==> config.mk <==
export PLATFORM = sky130hd
export DESIGN_NAME = trc_top
export DESIGN_NICKNAME = d
export VERILOG_FILES = /design/src/trc_pkg.sv /design/src/trc_top.sv /design/src/trc_prescaler.sv /design/src/trc_flag.sv
export SDC_FILE = /design/constraint.sdc
export NUM_CORES = 1
export LEC_CHECK = 0
export BUFFER_PORTS_ARGS = -buffer_cell sky130_fd_sc_hd__buf_2
export CAP_MARGIN = 5
export CORE_ASPECT_RATIO = 1.75
export CORE_MARGIN = 10
export CORE_UTILIZATION = 52
export DETAILED_ROUTE_END_ITERATION = 10
export MAX_ROUTING_LAYER = met4
export PLACE_DENSITY_LB_ADDON = 0.3
export SYNTH_ARGS = -nofsm -noshare
export SYNTH_HDL_FRONTEND = slang
export SYNTH_SLANG_ARGS = --single-unit
==> constraint.sdc <==
create_clock -name ref_clk -period 2.85 [get_ports ref_clk]
set_input_delay 0.1425 -clock ref_clk [delete_from_list [all_inputs] [get_ports ref_clk]]
set_output_delay 0.1425 -clock ref_clk [all_outputs]
set_load 0.02 [all_outputs]
==> src/trc_pkg.sv <==
// trc_pkg: shared constants, register map and types for the reload timer
package trc_pkg;

	// register indices; the byte address is four times the index
	localparam logic [7:0]  IDX_MODE       = 8'hd8;
	localparam logic [7:0]  IDX_COUNT      = 8'hd9;
	localparam logic [7:0]  IDX_STATUS     = 8'hda;
	localparam logic [7:0]  IDX_CLEAR      = 8'hdb;
	localparam logic [7:0]  IDX_IRQ_EN     = 8'hdc;
	localparam logic [7:0]  IDX_RELOAD     = 8'hde;

	localparam int          ADDR_W         = 12;
	localparam logic [11:0] ADDR_MODE      = {2'h0, IDX_MODE, 2'h0};
	localparam logic [11:0] ADDR_COUNT     = {2'h0, IDX_COUNT, 2'h0};
	localparam logic [11:0] ADDR_STATUS    = {2'h0, IDX_STATUS, 2'h0};
	localparam logic [11:0] ADDR_CLEAR     = {2'h0, IDX_CLEAR, 2'h0};
	localparam logic [11:0] ADDR_IRQ_EN    = {2'h0, IDX_IRQ_EN, 2'h0};
	localparam logic [11:0] ADDR_RELOAD    = {2'h0, IDX_RELOAD, 2'h0};

	// mode register field positions
	localparam int          MODE_RUN_BIT   = 7;
	localparam int          MODE_RATE_HI   = 6;
	localparam int          MODE_RATE_LO   = 4;
	localparam int          MODE_FAST_BIT  = 3;
	localparam int          MODE_ALOAD_BIT = 2;
	localparam int          MODE_TONE_BIT  = 1;
	localparam int          MODE_PWM_BIT   = 0;

	// status / clear / enable layout
	localparam int          NUM_EVENTS     = 2;
	localparam int          EVT_OVERFLOW   = 0;
	localparam int          EVT_DUTY_MATCH = 1;

	// prescaler masks: slow path is fcpu = fosc/4 then /256, fast path fosc/128
	localparam int          PRE_W          = 10;
	localparam logic [9:0]  PRE_SLOW_MASK  = 10'h3ff;
	localparam logic [9:0]  PRE_FAST_MASK  = 10'h07f;

	// counter width option and moduli
	localparam int          CNT_W          = 8;
	localparam int          N_8BIT         = 256;
	localparam int          N_6BIT         = 64;
	localparam int          N_5BIT         = 32;
	localparam int          N_4BIT         = 16;

	localparam logic [7:0]  ZERO8          = 8'h00;
	localparam logic [9:0]  ZERO10         = 10'h000;

	typedef struct packed {
		logic       run;
		logic [2:0] rate;
		logic       fast;
		logic       aload;
		logic       tone_en;
		logic       pwm_en;
	} trc_mode_t;

	localparam trc_mode_t MODE_RESET = '{run: 1'b0, rate: 3'h0, fast: 1'b0,
		aload: 1'b0, tone_en: 1'b0, pwm_en: 1'b0};

	typedef struct packed {
		logic       psel;
		logic       penable;
		logic       pwrite;
		logic [11:0] paddr;
		logic [31:0] pwdata;
	} trc_apb_req_t;

	typedef struct packed {
		logic        pready;
		logic        pslverr;
		logic [31:0] prdata;
	} trc_apb_rsp_t;

endpackage : trc_pkg

==> src/trc_top.sv <==
// trc_top: up-counting timer with reload, tone and pwm outputs, apb registers
// Operation
// separate 8-bit write-only reload register
// overflow with autoload copies reload into count
// reload value is the pwm duty reference
// software sets reload before using tone
// reload register is write-only, reads zero
// reload register has no reset value
// width option fixes modulus; reload below N
// software loads N minus interval ticks
// count runs only while run enable set
// count increments once per selected tick
// fast select: codes divide oscillator 128 to 1
// 8-bit overflow on wrap FFH to 00H
// overflow sets sticky request flag
// without autoload software rewrites count
// tone toggles each overflow, takes the pin
// pwm low at reload match, high at zero
// narrow widths wrap N-1 to zero
module trc_top #(
	parameter int COUNT_BITS = trc_pkg::CNT_W         // counter width option: 8, 6, 5 or 4
) (
	input  wire logic        ref_clk,                 // 200 MHz oscillator clock
	input  wire logic        arst_n,                  // async reset, active low
	input  wire logic        psel,                    // apb select
	input  wire logic        penable,                 // apb enable
	input  wire logic        pwrite,                  // apb write
	input  wire logic [11:0] paddr,                   // apb byte address
	input  wire logic [31:0] pwdata,                  // apb write data
	output logic      [31:0] prdata,                  // apb read data
	output logic             pready,                  // apb ready
	output logic             pslverr,                 // apb error, unmapped address
	output logic             irq,                     // level interrupt
	output logic             tone_output,             // divided-by-two tone
	output logic             tone_oe,                 // tone owns the shared pin
	output logic             second_pwm_output        // pwm waveform
);

	// counter modulus and modulus minus one for the chosen width
	localparam int         N_MOD   = (COUNT_BITS == 8) ? trc_pkg::N_8BIT :
	                                 (COUNT_BITS == 6) ? trc_pkg::N_6BIT :
	                                 (COUNT_BITS == 5) ? trc_pkg::N_5BIT : trc_pkg::N_4BIT;
	localparam logic [7:0] CNT_MAX = 8'(N_MOD - 1);

	trc_pkg::trc_apb_req_t req;
	trc_pkg::trc_apb_rsp_t rsp_ff;
	trc_pkg::trc_apb_rsp_t nxt_rsp;

	trc_pkg::trc_mode_t    mode_ff;
	trc_pkg::trc_mode_t    nxt_mode;
	logic [7:0]            count_ff;
	logic [7:0]            nxt_count;
	logic [7:0]            reload_ff;
	logic [7:0]            nxt_reload;
	logic [trc_pkg::NUM_EVENTS-1:0] irq_en_ff;
	logic [trc_pkg::NUM_EVENTS-1:0] nxt_irq_en;
	logic                  tone_ff;
	logic                  nxt_tone;
	logic                  tone_oe_ff;
	logic                  nxt_tone_oe;
	logic                  pwm_ff;
	logic                  nxt_pwm;
	logic                  irq_ff;
	logic                  nxt_irq;

	logic                  setup;
	logic                  wr_done;
	logic                  addr_ok;
	logic                  tick;
	logic                  overflow;
	logic                  duty_match;
	logic [7:0]            reload_eff;
	logic [7:0]            count_inc;
	logic [trc_pkg::NUM_EVENTS-1:0] evt_set;
	logic [trc_pkg::NUM_EVENTS-1:0] evt_clr;
	logic [trc_pkg::NUM_EVENTS-1:0] status;

	assign req = '{psel: psel, penable: penable, pwrite: pwrite, paddr: paddr, pwdata: pwdata};

	// bus decode: setup cycle loads answer, access completes one cycle later
	always_comb begin
		setup   = req.psel && !req.penable;
		wr_done = req.psel && req.penable && rsp_ff.pready && req.pwrite && !rsp_ff.pslverr;
		unique case (req.paddr)
			trc_pkg::ADDR_MODE,
			trc_pkg::ADDR_COUNT,
			trc_pkg::ADDR_STATUS,
			trc_pkg::ADDR_CLEAR,
			trc_pkg::ADDR_IRQ_EN,
			trc_pkg::ADDR_RELOAD: addr_ok = 1'b1;
			default:              addr_ok = 1'b0;
		endcase
	end

	// read mux and handshake
	always_comb begin
		nxt_rsp         = '0;
		nxt_rsp.pready  = setup;
		nxt_rsp.pslverr = setup && !addr_ok;
		if (setup && !req.pwrite) begin
			unique case (req.paddr)
				trc_pkg::ADDR_MODE: begin
					nxt_rsp.prdata[7:0] = mode_ff;
				end
				trc_pkg::ADDR_COUNT: begin
					nxt_rsp.prdata[7:0] = count_ff;
				end
				trc_pkg::ADDR_STATUS: begin
					nxt_rsp.prdata[trc_pkg::NUM_EVENTS-1:0] = status;
				end
				trc_pkg::ADDR_IRQ_EN: begin
					nxt_rsp.prdata[trc_pkg::NUM_EVENTS-1:0] = irq_en_ff;
				end
				default: begin
					nxt_rsp.prdata = '0;
				end
			endcase
		end
	end

	always_ff @(posedge ref_clk or negedge arst_n) begin
		if (!arst_n) begin
			rsp_ff <= '0;
		end else begin
			rsp_ff <= nxt_rsp;
		end
	end

	// mode, interrupt enable and reload registers
	always_comb begin
		nxt_mode   = mode_ff;
		nxt_irq_en = irq_en_ff;
		nxt_reload = reload_ff;
		evt_clr    = '0;
		if (wr_done) begin
			unique case (req.paddr)
				trc_pkg::ADDR_MODE: begin
					nxt_mode = req.pwdata[7:0];
				end
				trc_pkg::ADDR_IRQ_EN: begin
					nxt_irq_en = req.pwdata[trc_pkg::NUM_EVENTS-1:0];
				end
				trc_pkg::ADDR_CLEAR: begin
					evt_clr = req.pwdata[trc_pkg::NUM_EVENTS-1:0];
				end
				trc_pkg::ADDR_RELOAD: begin
					nxt_reload = req.pwdata[7:0];
				end
				default: begin
					nxt_mode = mode_ff;
				end
			endcase
		end
	end

	always_ff @(posedge ref_clk or negedge arst_n) begin
		if (!arst_n) begin
			mode_ff   <= trc_pkg::MODE_RESET;
			irq_en_ff <= '0;
		end else begin
			mode_ff   <= nxt_mode;
			irq_en_ff <= nxt_irq_en;
		end
	end

	// no reset: contents are undefined until software writes them
	always_ff @(posedge ref_clk) begin
		reload_ff <= nxt_reload;
	end

	trc_prescaler u_prescaler (
		.ref_clk (ref_clk),
		.arst_n  (arst_n),
		.run     (mode_ff.run),
		.fast    (mode_ff.fast),
		.rate    (mode_ff.rate),
		.tick    (tick)
	);

	// counter: software write wins over a tick in the same cycle
	always_comb begin
		reload_eff = reload_ff & CNT_MAX;
		count_inc  = count_ff + 8'h01;
		overflow   = 1'b0;
		duty_match = 1'b0;
		nxt_count  = count_ff;
		if (wr_done && req.paddr == trc_pkg::ADDR_COUNT) begin
			nxt_count = req.pwdata[7:0] & CNT_MAX;
		end else if (mode_ff.run && tick) begin
			if (count_ff == CNT_MAX) begin
				overflow  = 1'b1;
				nxt_count = mode_ff.aload ? reload_eff : trc_pkg::ZERO8;
			end else begin
				nxt_count = count_inc & CNT_MAX;
			end
			duty_match = (nxt_count == reload_eff);
		end
	end

	always_ff @(posedge ref_clk or negedge arst_n) begin
		if (!arst_n) begin
			count_ff <= trc_pkg::ZERO8;
		end else begin
			count_ff <= nxt_count;
		end
	end

	// tone and pwm outputs
	always_comb begin
		nxt_tone_oe = mode_ff.tone_en;
		nxt_tone    = mode_ff.tone_en ? (tone_ff ^ overflow) : 1'b0;
		nxt_pwm     = pwm_ff;
		if (!mode_ff.pwm_en) begin
			nxt_pwm = 1'b0;
		end else begin
			if (overflow) begin
				nxt_pwm = 1'b1;
			end
			if (duty_match) begin
				nxt_pwm = 1'b0;
			end
		end
	end

	always_ff @(posedge ref_clk or negedge arst_n) begin
		if (!arst_n) begin
			tone_ff    <= 1'b0;
			tone_oe_ff <= 1'b0;
			pwm_ff     <= 1'b0;
		end else begin
			tone_ff    <= nxt_tone;
			tone_oe_ff <= nxt_tone_oe;
			pwm_ff     <= nxt_pwm;
		end
	end

	// sticky event flags
	always_comb begin
		evt_set                          = '0;
		evt_set[trc_pkg::EVT_OVERFLOW]   = overflow;
		evt_set[trc_pkg::EVT_DUTY_MATCH] = duty_match;
	end

	for (genvar i = 0; i < trc_pkg::NUM_EVENTS; i++) begin : g_flag
		trc_flag u_flag (
			.ref_clk (ref_clk),
			.arst_n  (arst_n),
			.set     (evt_set[i]),
			.clr     (evt_clr[i]),
			.flag    (status[i])
		);
	end

	always_comb begin
		nxt_irq = |(status & irq_en_ff);
	end

	always_ff @(posedge ref_clk or negedge arst_n) begin
		if (!arst_n) begin
			irq_ff <= 1'b0;
		end else begin
			irq_ff <= nxt_irq;
		end
	end

	assign prdata            = rsp_ff.prdata;
	assign pready            = rsp_ff.pready;
	assign pslverr           = rsp_ff.pslverr;
	assign irq               = irq_ff;
	assign tone_output       = tone_ff;
	assign tone_oe           = tone_oe_ff;
	assign second_pwm_output = pwm_ff;

endmodule : trc_top

==> src/trc_prescaler.sv <==
// trc_prescaler: selectable divider producing the count tick
module trc_prescaler (
	input  wire logic              ref_clk,  // system clock (oscillator)
	input  wire logic              arst_n,   // async reset, active low
	input  wire logic              run,      // divider runs while high
	input  wire logic              fast,     // fast clock select
	input  wire logic [2:0]        rate,     // prescale select
	output logic                   tick      // one-cycle count tick
);

	logic [trc_pkg::PRE_W-1:0] div_ff;
	logic [trc_pkg::PRE_W-1:0] nxt_div;
	logic [trc_pkg::PRE_W-1:0] mask;

	// code 000 divides most, 111 least
	always_comb begin
		mask    = (fast ? trc_pkg::PRE_FAST_MASK : trc_pkg::PRE_SLOW_MASK) >> rate;
		nxt_div = run ? div_ff + 10'h001 : trc_pkg::ZERO10;
		tick    = run && ((div_ff & mask) == mask);
	end

	always_ff @(posedge ref_clk or negedge arst_n) begin
		if (!arst_n) begin
			div_ff <= trc_pkg::ZERO10;
		end else begin
			div_ff <= nxt_div;
		end
	end

endmodule : trc_prescaler

==> src/trc_flag.sv <==
// trc_flag: sticky event bit, set has priority over clear
module trc_flag (
	input  wire logic ref_clk,  // system clock
	input  wire logic arst_n,   // async reset, active low
	input  wire logic set,      // hardware event
	input  wire logic clr,      // software clear
	output logic      flag      // sticky flag
);

	logic flag_ff;
	logic nxt_flag;

	always_comb begin
		nxt_flag = set | (flag_ff & ~clr);
	end

	always_ff @(posedge ref_clk or negedge arst_n) begin
		if (!arst_n) begin
			flag_ff <= 1'b0;
		end else begin
			flag_ff <= nxt_flag;
		end
	end

	assign flag = flag_ff;

endmodule : trc_flag

==> metrics.txt <==
# TYPE chip_impl_metric gauge
chip_impl_info{name="synth_top_family_by_area",value="simple AND/OR/NAND/NOR gates"} 1
chip_impl_metric{name="grt_antenna_before_repair",unit=""} 0
chip_impl_metric{name="worstPathRequired",unit="ns"} 3.06
chip_impl_info{name="root_buffer",value="sky130_fd_sc_hd__clkbuf_8"} 1
chip_impl_metric{name="via_count",unit=""} 2499
chip_impl_metric{name="min_period",unit="ns"} 2.367
chip_impl_info{name="failed_checks",value="negative hold slack"} 1
chip_impl_metric{name="detail_route.vias_per_cell",unit=""} 5.719
chip_impl_info{name="endpoint_kind",value="flip-flop"} 1
chip_impl_metric{name="drc",unit=""} 0
chip_impl_metric{name="maxCapViolations",unit=""} 0
chip_impl_metric{name="worstSetupPathDepth",unit=""} 7
chip_impl_info{name="path_delay_family",value="compound AO/OA/AOI/OAI gates"} 1
chip_impl_metric{name="drt-total-wl",unit="µm"} 7248
chip_impl_metric{name="leakagePower",unit="nW"} 1.566
chip_impl_info{name="ys.flop_type",value="sky130_fd_sc_hd__dfrtp_1"} 1
chip_impl_info{name="rsz0062_at_grt",value="false"} 1
chip_impl_info{name="run_status",value="finished with violations"} 1
chip_impl_metric{name="vdd_drop_max",unit="µV"} 318.1
chip_impl_metric{name="io_pins",unit=""} 87
chip_impl_metric{name="seqCellArea",unit="µm²"} 1341
chip_impl_metric{name="port_buffers",unit=""} 38
chip_impl_metric{name="period_share",unit=""} 0.8304
chip_impl_metric{name="grt_max_degree",unit=""} 45
chip_impl_metric{name="finalWeightedCongestion",unit=""} 0.8936
chip_impl_info{name="critical_path.cell_chain",value="ha_1, inv_1, o31a_1, a2111oi_0, buf_4, o2111ai_1, o21a_1"} 1
chip_impl_metric{name="synthAdderAreaFrac",unit=""} 0.01129
chip_impl_info{name="tritoncts",value="built"} 1
chip_impl_metric{name="clk_pin_slew_worst_paths",unit="ns"} 0.09
chip_impl_metric{name="initial_core_util",unit=""} 0.5322
chip_impl_metric{name="muxShareOfSynthArea",unit=""} 0.09553
chip_impl_metric{name="drt_iter0_drc",unit=""} 265
chip_impl_metric{name="timing.clock.skew",unit="ns"} 0.008892
chip_impl_metric{name="drt-wirelength-per-cell",unit="µm"} 16.59
chip_impl_metric{name="final_max_slew_viol_count",unit=""} 0
chip_impl_metric{name="cp.arrival",unit="ns"} 2.57
chip_impl_metric{name="first_global_vias",unit=""} 2523
chip_impl_metric{name="finalHoldWorstSlack",unit="ns"} -0.01676
chip_impl_metric{name="area_delta_synth_final",unit="%"} 8.182
chip_impl_metric{name="power_density",unit="nW/µm²"} 373.0
chip_impl_metric{name="synth.cell_area",unit="µm²"} 3104
chip_impl_metric{name="place_inst",unit=""} 429
chip_impl_metric{name="path_max_fanout",unit=""} 9
chip_impl_info{name="worst_setup_path_start_kind",value="flip-flop"} 1
chip_impl_info{name="r2r-end",value="second_pwm_output"} 1
chip_impl_metric{name="finalNonFillerCells",unit=""} 437
chip_impl_metric{name="std_cell_rows",unit=""} 37
chip_impl_metric{name="final-setup-viol-count",unit=""} 0
chip_impl_metric{name="drive_above_1_share",unit=""} 0.2061
chip_impl_metric{name="yosys.area_share.simple",unit=""} 0.1882
chip_impl_metric{name="clkLatencyLatePin",unit="ns"} 0.31
chip_impl_metric{name="final_hold_viol_count",unit=""} 16
chip_impl_metric{name="placement.setup.worst_slack",unit="ns"} 0.4779
chip_impl_info{name="timing_worst_setup_path_type",value="flip-flop to flip-flop"} 1
chip_impl_metric{name="cts_made_buffers",unit=""} 5
chip_impl_metric{name="multi_input_area",unit="µm²"} 1550
chip_impl_metric{name="postSynth.asyncResetShare",unit=""} 0.8462
chip_impl_metric{name="antenna_cells_inserted",unit=""} 0
chip_impl_metric{name="cp_slowest_stage_delay",unit="ns"} 0.53
chip_impl_metric{name="floorplan.die.width",unit="µm"} 78.41
chip_impl_metric{name="timing.slew.headroom",unit=""} 0.3435
chip_impl_metric{name="dr.pass1.iters",unit=""} 4
chip_impl_metric{name="timing.final.ws_setup",unit="ns"} 0.4834
chip_impl_metric{name="synth-edff-count",unit=""} 8
chip_impl_metric{name="grt_usage",unit=""} 0.1620
chip_impl_info{name="timing.critical_path.slowest_stage_cell",value="sky130_fd_sc_hd__dfrtp_1"} 1
chip_impl_metric{name="remaining_number_of_nets_flagged_by_the_antenna_check_after_routing",unit=""} 0
chip_impl_metric{name="post-cts-setup-buffer-count",unit=""} 0
chip_impl_metric{name="num-fill-cells",unit=""} 538
chip_impl_metric{name="die-area",unit="µm²"} 9582
chip_impl_metric{name="setup_total_negative_slack",unit="ns"} 0
chip_impl_metric{name="synth_compound_area_frac",unit=""} 0.1499
chip_impl_metric{name="max_freq",unit="MHz"} 422.6
chip_impl_metric{name="avgSynthCellArea",unit="µm²"} 9.611
chip_impl_metric{name="r2r_setup_slack",unit="ns"} 0.48
chip_impl_metric{name="post_cts_hold_buffer_count",unit=""} 0
chip_impl_metric{name="postCtsResizedCells",unit=""} 0
chip_impl_metric{name="max-clock-path-buffers",unit=""} 2
chip_impl_metric{name="nets",unit=""} 409
chip_impl_metric{name="synthCells",unit=""} 323
chip_impl_metric{name="core-area",unit="µm²"} 5833
chip_impl_info{name="critical_path.reg2reg.startpoint",value="count_ff[0]"} 1
chip_impl_metric{name="clock_sink_count",unit=""} 52
chip_impl_info{name="min_path_type",value="input port to asynchronous set/reset pin"} 1
chip_impl_metric{name="tightest_slew",unit="ns"} 0.9847
chip_impl_metric{name="detailedPlacementHpwl",unit="µm"} 5594
chip_impl_metric{name="synth_cell_type_count",unit=""} 57
chip_impl_metric{name="reg2regPathDepth",unit=""} 7
chip_impl_metric{name="yosysWarningCount",unit=""} 0
chip_impl_metric{name="grt_pass1_wl",unit="µm"} 12340
chip_impl_metric{name="ys_seq_area_frac",unit=""} 0.4321
chip_impl_metric{name="synth_xor_area_frac",unit=""} 0.02539
chip_impl_metric{name="h-tree-depth",unit=""} 2
chip_impl_metric{name="overflow",unit=""} 0
chip_impl_metric{name="number_of_synthesized_register_bits",unit=""} 52
chip_impl_metric{name="floorplan.die.height",unit="µm"} 122.2
chip_impl_metric{name="path_buf_inv",unit=""} 2
registers in the layout (all words and copies together) (netlist names):
signal,flops
prdata,8
tone_output,1
g_flag.u_flag.flag,2
count_ff,8
pslverr,1
mode_ff,7
nxt_tone_oe,1
reload_eff,8
irq,1
tone_oe,1
irq_en_ff,2
pready,1
u_prescaler.div_ff,10
second_pwm_output,1
kinds of logic after synthesis:
kind of cell / Yosys count
AOI/OAI and AO/OA: 71
DFF: 52
and+or+nand+nor: 108
muxes: 27
other: 1
adders and majority gates: 3
buffers and inverters: 52
xor gates and xnor gates: 9
Yosys cell counts, drive strengths merged (10+ instances only):
library cell  count  area (µm²)
o21ai            19       95.09
buf              31       220.2
nor2             15       56.30
nand3            15       75.07
dfrtp            44        1101
a21oi            17       85.08
mux2i            12       120.1
inv              12       45.04
mux2             15       176.4
nand2            26       97.59
nand4            10       62.56
and2             10       65.06
through the flow:
step | total power, mW | instance area [µm²] | util | hold WS, ns
6_report | 1.253 | 3358 | 0.5757 | -0.01676
5_1_grt | 1.300 | 3358 | 0.5757 | 0.02803
4_1_cts | 1.258 | 3358 | 0.5757 | 0.01982
3_5_place_dp | 0.8579 | 3277 | 0.5618 | 0.3548
3_3_place_gp | 0.8564 | 3277 | 0.5618 | 0.3528
2_1_floorplan | 0.8443 | 3191 | - | -0.1531
report_power, final:
group / leakage (nW) / switching (mW) / internal, mW
Sequential: 0.659 / 0.00102 / 0.754
Clock: 0.0422 / 0.236 / 0.173
Combinational: 0.865 / 0.0672 / 0.0210
Total: 1.57 / 0.304 / 0.948
how the worst max path moves through the flow:
stage / start / end / slack [ns]
6_report: count_ff[0] / second_pwm_output / 0.48
5_1_grt: count_ff[0] / second_pwm_output / 0.22
4_1_cts: count_ff[0] / second_pwm_output / 0.46
3_5_place_dp: count_ff[0] / second_pwm_output / 0.48
3_3_place_gp: count_ff[0] / second_pwm_output / 0.47
2_1_floorplan: pslverr / reload_eff[0] / 0.76
routing by layer:
metal / share of wire / GRT usage / vias to the layer above
met5: 0 / - / -
li1: - / - / 1192
met2: 0.53 / 0.2753 / 78
met3: 0.048 / 0.03514 / 20
met4: 0.031 / 0.07658 / 0
met1: 0.39 / 0.1754 / 1209
placed cells by master (no fill, tap or decap), drive strengths merged, types with 2 or more instances in the layout:
cell type / n
buf: 45
o21ai: 19
nand2: 26
o31a: 2
nor2b: 5
a22oi: 2
or3: 6
or4: 3
edfxtp: 8
and2: 10
mux2: 15
a21o: 4
xnor2: 7
o211ai: 2
a21oi: 17
clkbuf: 7
o21a: 2
conb: 24
mux2i: 12
a21boi: 4
o2111ai: 2
a31oi: 3
inv: 12
nand4: 10
nor3: 4
o22a: 2
a2111oi: 2
nor2: 15
dfrtp: 44
a32oi: 3
and4: 3
xor2: 2
nor4: 4
nand2b: 2
nand3: 15
ha: 2
final cells by class:
| type | instances | area share |
|---|---|---|
| sequential | 52 | 0.3994 |
| multi-input combinational | 242 | 0.4616 |
| clock buffer | 7 | 0.02273 |
| inverter | 12 | 0.01341 |
| clock inverter | 1 | 0.001490 |
| tap | 78 | 0.02906 |
| timing repair buffer | 45 | 0.07228 |
Note: power is estimated with default switching activity, not from simulation.
